**src/hdl/port_pkg.sv**
```systemverilog
// constants for the address-bus / bus-control pin ports
// assumes a 32-bit axi4-lite register bus and a 25 MHz system clock
package port_pkg;
	localparam int ADDR_W = 18;
	// register indices; byte address is four times the index
	localparam logic [15:0] IDX_NARROW_DIR = 16'hffc8;
	localparam logic [15:0] IDX_WIDE_DIR = 16'hffc9;
	localparam logic [15:0] IDX_NARROW_DATA = 16'hffca;
	localparam logic [15:0] IDX_WIDE_DATA = 16'hffcb;
	localparam logic [15:0] IDX_NARROW_PULLUP = 16'hffdb;
	localparam logic [7:0] RST_NARROW_DIR = 8'hf0;
	localparam logic [7:0] RST_WIDE_DIR = 8'h80;
	localparam logic [7:0] RST_NARROW_DATA = 8'hf0;
	localparam logic [7:0] RST_WIDE_DATA = 8'h80;
	localparam logic [7:0] RST_NARROW_PULLUP = 8'hf0;
	localparam logic [7:0] READ_ALL_ONES = 8'hff;
	localparam int WIDE_RSV_BIT = 7;
	localparam int NARROW_W = 4;
	localparam int WIDE_W = 7;
	// wide-port pin positions
	localparam int PIN_LWR = 6;
	localparam int PIN_HWR = 5;
	localparam int PIN_RD = 4;
	localparam int PIN_AS = 3;
	localparam int PIN_BACK = 2;
	localparam int PIN_BUS_REQUEST_IN = 1;
	localparam int PIN_WAIT = 0;
	// operating modes
	localparam logic [2:0] MODE_ROMLESS_LAST = 3'h4;
	localparam logic [2:0] MODE_ROM_EXP = 3'h5;
	localparam logic [2:0] MODE_SINGLE_FIRST = 3'h6;
	localparam logic [1:0] RESP_OKAY = 2'h0;
	localparam logic [1:0] RESP_DECERR = 2'h3;
	localparam int SYNC_STAGES = 3;
endpackage

```
**src/hdl/pin_sync_if.sv**
```systemverilog
// carries raw pin levels into the synchroniser and the filtered levels back
// assumes one clock domain on the filtered side
`timescale 1ns/1ps
interface pin_sync_if #(parameter int W = 1);
	logic [W-1:0] raw;
	logic [W-1:0] stable;
	modport sync (input raw, output stable);
	modport user (output raw, input stable);
endinterface

```
**src/hdl/addr_bus_ctrl_gpio_ports.sv**
```systemverilog
// narrow (4-bit) upper-address port and wide (7-bit) bus-control port
// assumes axi4-lite master on aclk, bus controller strobes on aclk, pins asynchronous
//
// Overview of operation
// - modes 1-4: narrow pins are address outputs
// - mode 5: direction picks address out or input
// - modes 6-7: narrow direction bit selects per pin
// - modes 5-7: narrow direction reads all ones
// - narrow direction resets 0xf0, kept in soft standby
// - output pins hold state in software standby
// - narrow data read: stored if output, else pin
// - narrow data upper nibble is plain storage
// - narrow data resets 0xf0, kept in soft standby
// - pull-up on when enabled and input, modes 5-7
// - pull-up control resets 0xf0, all pull-ups off
// - modes 1-5: pins 6-3 drive bus strobes
// - expanded: pin 2 grant out when release enabled
// - expanded: pin 1 request in when release enabled
// - expanded: pin 0 wait input per wait settings
// - modes 6-7: wide direction bit selects per pin
// - wide direction write-only, reads ones, resets 0x80
// - wide data read mixes stored/pin, bit 7 one
// - wide data resets 0x80, kept in soft standby
// - dram area 3 reuses write/read strobe pins
`timescale 1ns/1ps
module addr_bus_ctrl_gpio_ports
	import port_pkg::*;
(
	input wire logic aclk, // system clock, 25 MHz
	input wire logic aresetn, // synchronous reset, low active
	input wire logic [ADDR_W-1:0] s_axi_awaddr, // write address
	input wire logic s_axi_awvalid, // write address valid
	output logic s_axi_awready, // write address ready
	input wire logic [31:0] s_axi_wdata, // write data
	input wire logic [3:0] s_axi_wstrb, // write byte enables
	input wire logic s_axi_wvalid, // write data valid
	output logic s_axi_wready, // write data ready
	output logic [1:0] s_axi_bresp, // write response
	output logic s_axi_bvalid, // write response valid
	input wire logic s_axi_bready, // write response ready
	input wire logic [ADDR_W-1:0] s_axi_araddr, // read address
	input wire logic s_axi_arvalid, // read address valid
	output logic s_axi_arready, // read address ready
	output logic [31:0] s_axi_rdata, // read data
	output logic [1:0] s_axi_rresp, // read response
	output logic s_axi_rvalid, // read data valid
	input wire logic s_axi_rready, // read data ready
	input wire logic [2:0] mode_pins, // operating mode straps
	input wire logic hw_standby, // hardware standby, high active
	input wire logic sw_standby, // software standby, high active
	input wire logic [3:0] upper_addr, // address bits 19..16
	input wire logic low_byte_write_strobe_n, // bus controller strobe
	input wire logic high_byte_write_strobe_n, // bus controller strobe
	input wire logic read_strobe_n, // bus controller strobe
	input wire logic addr_strobe_n, // bus controller strobe
	input wire logic bus_grant_ack_n, // bus-release acknowledge
	input wire logic bus_release_enable, // release enable bit of bus_release_ctrl
	input wire logic [7:0] wait_state_enables, // per-area wait enables
	input wire logic wait_mode_sel_high, // wait_ctrl mode select bit
	input wire logic dram_area3, // dram occupies area 3
	input wire logic dram_alt_assign, // second strobe assignment
	input wire logic dram_lower_write_n, // dram strobe, first assignment
	input wire logic dram_upper_write_n, // dram strobe, first assignment
	input wire logic dram_column_strobe_n, // dram strobe, first assignment
	input wire logic dram_lower_column_strobe_n, // dram strobe, second assignment
	input wire logic dram_upper_column_strobe_n, // dram strobe, second assignment
	input wire logic dram_write_enable_n, // dram strobe, second assignment
	input wire logic [NARROW_W-1:0] narrow_pin_in, // narrow pin levels
	output logic [NARROW_W-1:0] narrow_pin_out, // narrow pin drive value
	output logic [NARROW_W-1:0] narrow_pin_oe, // narrow pin drive enable
	output logic [NARROW_W-1:0] narrow_pullup_on, // narrow pull-up enable
	input wire logic [WIDE_W-1:0] wide_pin_in, // wide pin levels
	output logic [WIDE_W-1:0] wide_pin_out, // wide pin drive value
	output logic [WIDE_W-1:0] wide_pin_oe, // wide pin drive enable
	output logic bus_request_in_n, // filtered bus request to controller
	output logic wait_in_n // filtered wait to controller
);
	logic [2:0] mode_q;
	logic [7:0] narrow_dir_q;
	logic [7:0] wide_dir_q;
	logic [7:0] narrow_data_q;
	logic [7:0] wide_data_q;
	logic [7:0] narrow_pullup_q;
	logic awready_q;
	logic wready_q;
	logic bvalid_q;
	logic [1:0] bresp_q;
	logic arready_q;
	logic rvalid_q;
	logic [1:0] rresp_q;
	logic [31:0] rdata_q;
	logic [NARROW_W-1:0] n_out_q;
	logic [NARROW_W-1:0] n_oe_q;
	logic [NARROW_W-1:0] n_pu_q;
	logic [WIDE_W-1:0] w_out_q;
	logic [WIDE_W-1:0] w_oe_q;
	logic bus_request_in_q;
	logic wait_q;
	logic romless;
	logic expanded;
	logic single;
	logic [NARROW_W-1:0] n_dir_eff;
	logic [NARROW_W-1:0] n_sync;
	logic [WIDE_W-1:0] w_sync;
	logic wr_fire;
	logic rd_fire;
	logic [15:0] wr_idx;
	logic [15:0] rd_idx;
	logic wr_hit;
	logic [7:0] wbyte;
	logic store_reset;
	logic wait_pin_fn;
	logic [7:0] rd_byte;
	logic rd_hit;
	logic [NARROW_W-1:0] n_out_d;
	logic [NARROW_W-1:0] n_oe_d;
	logic [NARROW_W-1:0] n_pu_d;
	logic [WIDE_W-1:0] w_out_d;
	logic [WIDE_W-1:0] w_oe_d;

	pin_sync_if #(.W(NARROW_W)) n_if ();
	pin_sync_if #(.W(WIDE_W)) w_if ();
	assign n_if.raw = narrow_pin_in;
	assign w_if.raw = wide_pin_in;
	assign n_sync = n_if.stable;
	assign w_sync = w_if.stable;

	pin_sync #(.W(NARROW_W)) u_narrow_sync (
		.aclk(aclk),
		.aresetn(aresetn),
		.s(n_if)
	);

	pin_sync #(.W(WIDE_W)) u_wide_sync (
		.aclk(aclk),
		.aresetn(aresetn),
		.s(w_if)
	);

	// straps follow the pins while reset is low and freeze at release
	always_ff @(posedge aclk)
	begin
		if (!aresetn)
			mode_q <= mode_pins;
	end

	assign romless = (mode_q <= MODE_ROMLESS_LAST);
	assign single = (mode_q >= MODE_SINGLE_FIRST);
	assign expanded = !single;
	// address-only modes hide the stored direction behind all ones
	assign n_dir_eff = romless ? '1 : narrow_dir_q[NARROW_W-1:0];

	// register write side
	assign wr_fire = awready_q && s_axi_awvalid && wready_q && s_axi_wvalid;
	// a misaligned write maps to an unused index, so it lands nowhere
	assign wr_idx = (s_axi_awaddr[1:0] == 2'h0) ? s_axi_awaddr[17:2] : '0;
	assign wbyte = s_axi_wdata[7:0];
	assign wr_hit = (s_axi_awaddr[1:0] == 2'h0) &&
		(wr_idx == IDX_NARROW_DIR || wr_idx == IDX_WIDE_DIR ||
		wr_idx == IDX_NARROW_DATA || wr_idx == IDX_WIDE_DATA ||
		wr_idx == IDX_NARROW_PULLUP);
	assign store_reset = !aresetn || hw_standby;

	// address and data are taken together, one write in flight
	always_ff @(posedge aclk)
	begin
		if (!aresetn)
		begin
			awready_q <= 1'b0;
			wready_q <= 1'b0;
		end
		else
		begin
			awready_q <= !awready_q && s_axi_awvalid && s_axi_wvalid && !bvalid_q;
			wready_q <= !wready_q && s_axi_awvalid && s_axi_wvalid && !bvalid_q;
		end
	end

	always_ff @(posedge aclk)
	begin
		if (!aresetn)
		begin
			bvalid_q <= 1'b0;
			bresp_q <= RESP_OKAY;
		end
		else if (wr_fire)
		begin
			bvalid_q <= 1'b1;
			bresp_q <= wr_hit ? RESP_OKAY : RESP_DECERR;
		end
		else if (s_axi_bready)
			bvalid_q <= 1'b0;
	end

	// soft standby needs no gating: contents simply stay
	always_ff @(posedge aclk)
	begin
		if (store_reset)
			narrow_dir_q <= RST_NARROW_DIR;
		else if (wr_fire && wr_idx == IDX_NARROW_DIR && s_axi_wstrb[0] && !romless)
			narrow_dir_q <= wbyte;
	end

	always_ff @(posedge aclk)
	begin
		if (store_reset)
			wide_dir_q <= RST_WIDE_DIR;
		else if (wr_fire && wr_idx == IDX_WIDE_DIR && s_axi_wstrb[0])
			wide_dir_q <= {1'b1, wbyte[WIDE_W-1:0]};
	end

	always_ff @(posedge aclk)
	begin
		if (store_reset)
			narrow_data_q <= RST_NARROW_DATA;
		else if (wr_fire && wr_idx == IDX_NARROW_DATA && s_axi_wstrb[0])
			narrow_data_q <= wbyte;
	end

	always_ff @(posedge aclk)
	begin
		if (store_reset)
			wide_data_q <= RST_WIDE_DATA;
		else if (wr_fire && wr_idx == IDX_WIDE_DATA && s_axi_wstrb[0])
			wide_data_q <= {1'b1, wbyte[WIDE_W-1:0]};
	end

	always_ff @(posedge aclk)
	begin
		if (store_reset)
			narrow_pullup_q <= RST_NARROW_PULLUP;
		else if (wr_fire && wr_idx == IDX_NARROW_PULLUP && s_axi_wstrb[0])
			narrow_pullup_q <= wbyte;
	end

	// register read side
	assign rd_fire = arready_q && s_axi_arvalid;
	assign rd_idx = s_axi_araddr[17:2];

	always_comb
	begin
		rd_hit = (s_axi_araddr[1:0] == 2'h0);
		rd_byte = 8'h00;
		case (rd_idx)
			IDX_NARROW_DIR: rd_byte = READ_ALL_ONES;
			IDX_WIDE_DIR: rd_byte = READ_ALL_ONES;
			IDX_NARROW_DATA:
			begin
				rd_byte[7:NARROW_W] = narrow_data_q[7:NARROW_W];
				for (int i = 0; i < NARROW_W; i++)
					rd_byte[i] = n_dir_eff[i] ? narrow_data_q[i] : n_sync[i];
			end
			IDX_WIDE_DATA:
			begin
				rd_byte[WIDE_RSV_BIT] = 1'b1;
				for (int i = 0; i < WIDE_W; i++)
					rd_byte[i] = wide_dir_q[i] ? wide_data_q[i] : w_sync[i];
			end
			IDX_NARROW_PULLUP: rd_byte = narrow_pullup_q;
			default: rd_hit = 1'b0;
		endcase
	end

	always_ff @(posedge aclk)
	begin
		if (!aresetn)
			arready_q <= 1'b0;
		else
			arready_q <= !arready_q && s_axi_arvalid && !rvalid_q;
	end

	always_ff @(posedge aclk)
	begin
		if (!aresetn)
		begin
			rvalid_q <= 1'b0;
			rresp_q <= RESP_OKAY;
			rdata_q <= 32'h0000_0000;
		end
		else if (rd_fire)
		begin
			rvalid_q <= 1'b1;
			rresp_q <= rd_hit ? RESP_OKAY : RESP_DECERR;
			rdata_q <= rd_hit ? {24'h00_0000, rd_byte} : 32'h0000_0000;
		end
		else if (s_axi_rready)
			rvalid_q <= 1'b0;
	end

	// pin function selection
	assign wait_pin_fn = !(&wait_state_enables) || wait_mode_sel_high;

	always_comb
	begin
		n_out_d = narrow_data_q[NARROW_W-1:0];
		n_oe_d = n_dir_eff;
		n_pu_d = '0;
		if (romless)
			n_out_d = upper_addr;
		else if (mode_q == MODE_ROM_EXP)
			n_out_d = upper_addr;
		if (!romless)
			n_pu_d = narrow_pullup_q[NARROW_W-1:0] & ~n_dir_eff;
	end

	always_comb
	begin
		w_out_d = wide_data_q[WIDE_W-1:0];
		w_oe_d = wide_dir_q[WIDE_W-1:0];
		if (expanded)
		begin
			w_oe_d[PIN_AS:PIN_LWR-3] = '1;
			w_oe_d[PIN_LWR] = 1'b1;
			w_oe_d[PIN_HWR] = 1'b1;
			w_oe_d[PIN_RD] = 1'b1;
			w_out_d[PIN_AS] = addr_strobe_n;
			if (dram_area3 && dram_alt_assign)
			begin
				w_out_d[PIN_LWR] = dram_lower_column_strobe_n;
				w_out_d[PIN_HWR] = dram_upper_column_strobe_n;
				w_out_d[PIN_RD] = dram_write_enable_n;
			end
			else if (dram_area3)
			begin
				w_out_d[PIN_LWR] = dram_lower_write_n;
				w_out_d[PIN_HWR] = dram_upper_write_n;
				w_out_d[PIN_RD] = dram_column_strobe_n;
			end
			else
			begin
				w_out_d[PIN_LWR] = low_byte_write_strobe_n;
				w_out_d[PIN_HWR] = high_byte_write_strobe_n;
				w_out_d[PIN_RD] = read_strobe_n;
			end
			if (bus_release_enable)
			begin
				w_oe_d[PIN_BACK] = 1'b1;
				w_out_d[PIN_BACK] = bus_grant_ack_n;
				w_oe_d[PIN_BUS_REQUEST_IN] = 1'b0;
			end
			// wait function forces that direction bit clear, whatever software wrote
			if (wait_pin_fn)
				w_oe_d[PIN_WAIT] = 1'b0;
		end
	end

	// pins released in hardware standby, frozen in software standby
	always_ff @(posedge aclk)
	begin
		if (store_reset)
		begin
			n_out_q <= '0;
			n_oe_q <= '0;
			w_out_q <= '0;
			w_oe_q <= '0;
		end
		else if (!sw_standby)
		begin
			n_out_q <= n_out_d;
			n_oe_q <= n_oe_d;
			w_out_q <= w_out_d;
			w_oe_q <= w_oe_d;
		end
	end

	always_ff @(posedge aclk)
	begin
		if (store_reset)
			n_pu_q <= '0;
		else
			n_pu_q <= n_pu_d;
	end

	// idle-high requests toward the bus controller when not in that function
	always_ff @(posedge aclk)
	begin
		if (!aresetn)
		begin
			bus_request_in_q <= 1'b1;
			wait_q <= 1'b1;
		end
		else
		begin
			bus_request_in_q <= (expanded && bus_release_enable) ? w_sync[PIN_BUS_REQUEST_IN] : 1'b1;
			wait_q <= (expanded && wait_pin_fn) ? w_sync[PIN_WAIT] : 1'b1;
		end
	end

	assign s_axi_awready = awready_q;
	assign s_axi_wready = wready_q;
	assign s_axi_bvalid = bvalid_q;
	assign s_axi_bresp = bresp_q;
	assign s_axi_arready = arready_q;
	assign s_axi_rvalid = rvalid_q;
	assign s_axi_rresp = rresp_q;
	assign s_axi_rdata = rdata_q;
	assign narrow_pin_out = n_out_q;
	assign narrow_pin_oe = n_oe_q;
	assign narrow_pullup_on = n_pu_q;
	assign wide_pin_out = w_out_q;
	assign wide_pin_oe = w_oe_q;
	assign bus_request_in_n = bus_request_in_q;
	assign wait_in_n = wait_q;
endmodule

```
**src/hdl/pin_sync.sv**
```systemverilog
// three-stage pin synchroniser with agreement filter
// assumes raw levels are asynchronous to aclk
`timescale 1ns/1ps
module pin_sync
	import port_pkg::*;
#(
	parameter int W = 1,
	parameter logic [W-1:0] INIT = '1
)(
	input wire logic aclk, // system clock
	input wire logic aresetn, // synchronous reset, low active
	pin_sync_if.sync s // raw in, filtered out
);
	logic [W-1:0] ff1_q;
	logic [W-1:0] ff2_q;
	logic [W-1:0] ff3_q;
	logic [W-1:0] stable_q;

	// ff1 feeds only ff2; filter looks at stages two and three
	always_ff @(posedge aclk)
	begin
		if (!aresetn)
		begin
			ff1_q <= INIT;
			ff2_q <= INIT;
			ff3_q <= INIT;
		end
		else
		begin
			ff1_q <= s.raw;
			ff2_q <= ff1_q;
			ff3_q <= ff2_q;
		end
	end

	always_ff @(posedge aclk)
	begin
		if (!aresetn)
			stable_q <= INIT;
		else
		begin
			for (int i = 0; i < W; i++)
				if (ff2_q[i] == ff3_q[i])
					stable_q[i] <= ff3_q[i];
		end
	end

	assign s.stable = stable_q;
endmodule

```
**config.mk**
```make
export PLATFORM = sky130hd
export DESIGN_NAME = addr_bus_ctrl_gpio_ports
export DESIGN_NICKNAME = d
export VERILOG_FILES = /design/src/hdl/port_pkg.sv /design/src/hdl/pin_sync_if.sv /design/src/hdl/addr_bus_ctrl_gpio_ports.sv /design/src/hdl/pin_sync.sv
export SDC_FILE = /design/constraint.sdc
export NUM_CORES = 1
export LEC_CHECK = 0
export BUFFER_PORTS_ARGS = -buffer_cell sky130_fd_sc_hd__buf_2
export CAP_MARGIN = 10
export CELL_PAD_IN_SITES_DETAIL_PLACEMENT = 1
export CELL_PAD_IN_SITES_GLOBAL_PLACEMENT = 1
export CORE_ASPECT_RATIO = 1.5
export CORE_MARGIN = 2
export CORE_UTILIZATION = 32
export CTS_CLUSTER_SIZE = 12
export DETAILED_ROUTE_END_ITERATION = 7
export GPL_TIMING_DRIVEN = 0
export PLACE_DENSITY_LB_ADDON = 0.2
export SLEW_MARGIN = 10
export SYNTH_ARGS = -nofsm -noshare
export SYNTH_HDL_FRONTEND = slang
export SYNTH_SLANG_ARGS = --single-unit
```
**constraint.sdc**
```tcl
create_clock -name aclk -period 1.55 [get_ports aclk]
set_input_delay 0.155 -clock aclk [delete_from_list [all_inputs] [get_ports aclk]]
set_output_delay 0.155 -clock aclk [all_outputs]
set_load 0.05 [all_outputs]
```
==> results by group <==
Status
  • Result of the run: finished with violations
  • Failing checks: negative setup slack

Placement
  • Final HPWL from detailed placement: 11400 um
  • Placed Instances: 884
  • Port buffer count: 138
  • Final weighted congestion in routability-driven placement: 0.832

Flow run
  • Max Cap Violations: 0

Floorplan
  • Number of placement rows: 55
  • Area of the die: 0.0164 mm2
  • Die Y: 156 um
  • Starting density of the core: 32.7%
  • Number of top-level pins: 191
  • Std-Cell Core Area: 0.0151 mm2
  • Die span in x: 105 um

Min path
  • Worst min path class: in2reg
  • WHS Endpoint: narrow_pullup_q[6]$_SDFFE_PP1P_
  • Number of cells on the worst hold path: 3
  • Hold_sp: s_axi_wdata[6]

Critical path
  • Critical Path End Type: flop
  • Critical-path cell with the highest stage delay: sky130_fd_sc_hd__or4_4
  • CP max FO: 7
  • Critical path arrival: 2.01 ns
  • Type of the worst setup path: reg2reg
  • Worst Path Required: 1.82 ns
  • Crit start category: flop
  • Worst setup startpoint: s_axi_wready$_SDFF_PN0_
  • Worst reg2reg setup slack: -0.18 ns
  • RR Startpoint: s_axi_wready$_SDFF_PN0_
  • Depth of the worst register-to-register path: 5
  • Cell chain of the critical path: and4_4, nand3b_4, or4_4, mux2i_1, nor2_1
  • Capture point of the worst reg-to-reg path: wide_data_q[6]$_SDFFE_PP0P_
  • Maximum single-stage delay on the critical path: 0.61 ns

STA
  • Worst Max-Slew Pin Slew: 0.842 ns
  • Max Clock Freq: 0.578 GHz
  • Hold Fails Final Rpt: 0
  • Worst Clk Skew: 0.00871 ns
  • Normalized max-slew margin: 43.4%
  • Max-slew violation count: 0
  • Worst Setup Slack, final: -0.180 ns
  • RSZ-0062 raised after global routing: true
  • Final clock period utilization by the worst path: 112%
  • Minimum period implied by the final worst setup slack: 1.73 ns
  • Final Setup Violations: 35

Synth
  • Cell count after synthesis: 524
  • Number of flops mapped to enable cells by yosys: 3
  • Post-synthesis register bit count: 124
  • Share of synthesized flip-flops with an asynchronous set or reset: 0%
  • Sequential fraction of the synthesis area: 50.9%
  • Commonest register cell after synthesis: sky130_fd_sc_hd__dfxtp_1
  • Count of cell types in the netlist: 49
  • Synth Area per Inst: 9.41 um2
  • Syn. warnings: 0
  • Post-synthesis instance area: 0.00493 mm2

Clock network
  • Clk buf depth: 2
  • Clock net sink count: 124
  • Clock input transition at the sequential cells of the worst setup and hold paths: 0.06 ns
  • CTS tree: done
  • Insertion delay of the later-clocked pin in the worst-skew pair: 0.42 ns
  • Number of buffers created by CTS: 17
  • H-Tree Depth: 4
  • Root buf cell: sky130_fd_sc_hd__clkbuf_16

Cells and area
  • Number of diodes added for antenna fixing: 0
  • Signed area change from the synthesized netlist to the final layout: 43.3%
  • Fraction of final layout cells sized beyond drive strength 1: 33.4%
  • Fin cells: 948
  • Final-stage net count: 858
  • Most frequent cells in the layout: sky130_fd_sc_hd__buf_2 (139), sky130_fd_sc_hd__dfxtp_1 (118), sky130_fd_sc_hd__nor2_1 (72), sky130_fd_sc_hd__mux2i_1 (41)
  • Utilization after layout: 46.9%
  • Commonest non-fill, non-tap cell in the layout: sky130_fd_sc_hd__buf_2

Global routing
  • Via count of the first global-routing pass: 4725
  • GR Overflow Total: 0
  • Pin count of the biggest net entering global routing: 17
  • Initial antenna violation count: 0
  • Tot GR Track Use: 19.1%
  • Global-route wire length before repair: 24300 um

Routing
  • Post-detailed-route wirelength per cell: 16.1 um
  • Vias per Instance: 4.74
  • First-pass iteration count of the detailed router: 4
  • Number of vias in the routed layout: 4489
  • Remaining number of nets flagged by the antenna check after routing: 0
  • Drt total wl: 15300 um
  • Iteration-0 DRC count of the detailed router: 158
  • Residual DRC: 0

Power
  • Worst voltage drop across the vdd grid: 0.000641 V
  • PD cells: 1200 mW/mm2
  • Leak pwr: 0.00313 uW
logic make-up after synthesis:
family | synth area share (%)
AO/OA/AOI/OAI | 11.2
buffers and inverters | 6.39
flip-flops | 50.9
multiplexers | 9.23
other | 0.0760
AND/OR/NAND/NOR | 22.2
state kept, by name, summed over array words and instances (netlist names), 7 cells and up:
name and cells:
u_wide_sync.ff1_q 7, u_wide_sync.s.stable 7, wide_data_q 7, wide_pin_oe 7, u_wide_sync.ff2_q 7, wide_dir_q 7, u_wide_sync.ff3_q 7, narrow_pullup_q 8
wide_pin_out 7, narrow_data_q 8, s_axi_rdata 8
synthesized netlist by cell type, drive strengths merged (6+ instances only):
master	instances	share of area, %
mux2i	41	8.3
nand2	39	3.0
nor2	75	5.7
o21ai	26	2.7
nor3	8	0.81
clkbuf	18	1.4
nor3b	6	0.91
nand4	6	0.89
a21oi	40	4.1
dfxtp	121	49
inv	10	0.76
nand2b	39	4.9
buf	29	4.3
per-stage QoR:
step           total power (uW)  hold WS [ns]  TNS, ns  cell area [um2]  setup slack (ns)
3_5_place_dp               4120         0.333   -13.45             5990            -0.398
3_3_place_gp               4100         0.338   -10.82             5990            -0.332
6_report                   8500        0.0139    -3.79             7070            -0.180
4_1_cts                    8570        0.0118    -4.47             7030            -0.230
5_1_grt                    8840        0.0272    -6.90             7070            -0.246
2_1_floorplan              3850         0.254    -6.01             5050            -0.195
routing by layer:
metal | wire (um) | up-vias | share of wire (%) | global-route usage (%)
met2 | 8480 | 113 | 56 | 36.6
met5 | 0 | - | 0 | 0
met1 | 5860 | 2160 | 38 | 19.6
met4 | 309 | 0 | 2.0 | 7.75
li1 | - | 2194 | - | -
met3 | 599 | 22 | 3.9 | 4.64
worst max-delay path, delay by kind of cell (launching register included):
| family | cells | cell delay (ns) |
|---|---|---|
| flip-flops | 1 | 0.34 |
| AND/OR/NAND/NOR | 4 | 1.03 |
| multiplexers | 1 | 0.22 |
timing repair:
item,CTS,global route
gates cloned,2,0
endpoints found under the setup margin,51,49
pin swaps,10,9
hold endpoints to repair,18,0
resized for setup,24,16
hold buffers,17,0
setup buffers,16,0
how the worst max path moves through the flow:
stage / slack [ns] / end
global placement: -0.33 / narrow_pullup_q[0]$_SDFFE_PP0P_
detailed placement: -0.40 / narrow_data_q[5]$_SDFFE_PP1P_
finish: -0.18 / wide_data_q[6]$_SDFFE_PP0P_
global route: -0.25 / s_axi_rdata[0]$_SDFFE_PN0P_
CTS: -0.23 / s_axi_rdata[0]$_SDFFE_PN0P_
floorplan: -0.20 / wide_dir_q[4]$_SDFFE_PP0P_
area by class of cell:
type | instances | area (um2)
clock inverters | 10 | 159
inverters | 10 | 37.5
fillers | 1760 | 8010
flip-flops and latches | 124 | 2520
well taps | 199 | 249
multi-input cells | 367 | 2300
repair buffers | 172 | 1030
clock buffers | 22 | 495
plain buffers | 44 | 272
where the power goes:
group / internal [uW] / leakage [uW] / switching [uW] / total, uW
clock: 2910 / 0.000317 / 1440 / 4350
sequential: 3270 / 0.00102 / 33.7 / 3300
combinational: 317 / 0.00179 / 530 / 847
total: 6490 / 0.00313 / 2000 / 8500
No activity file was read; power rests on OpenSTA's default activity.
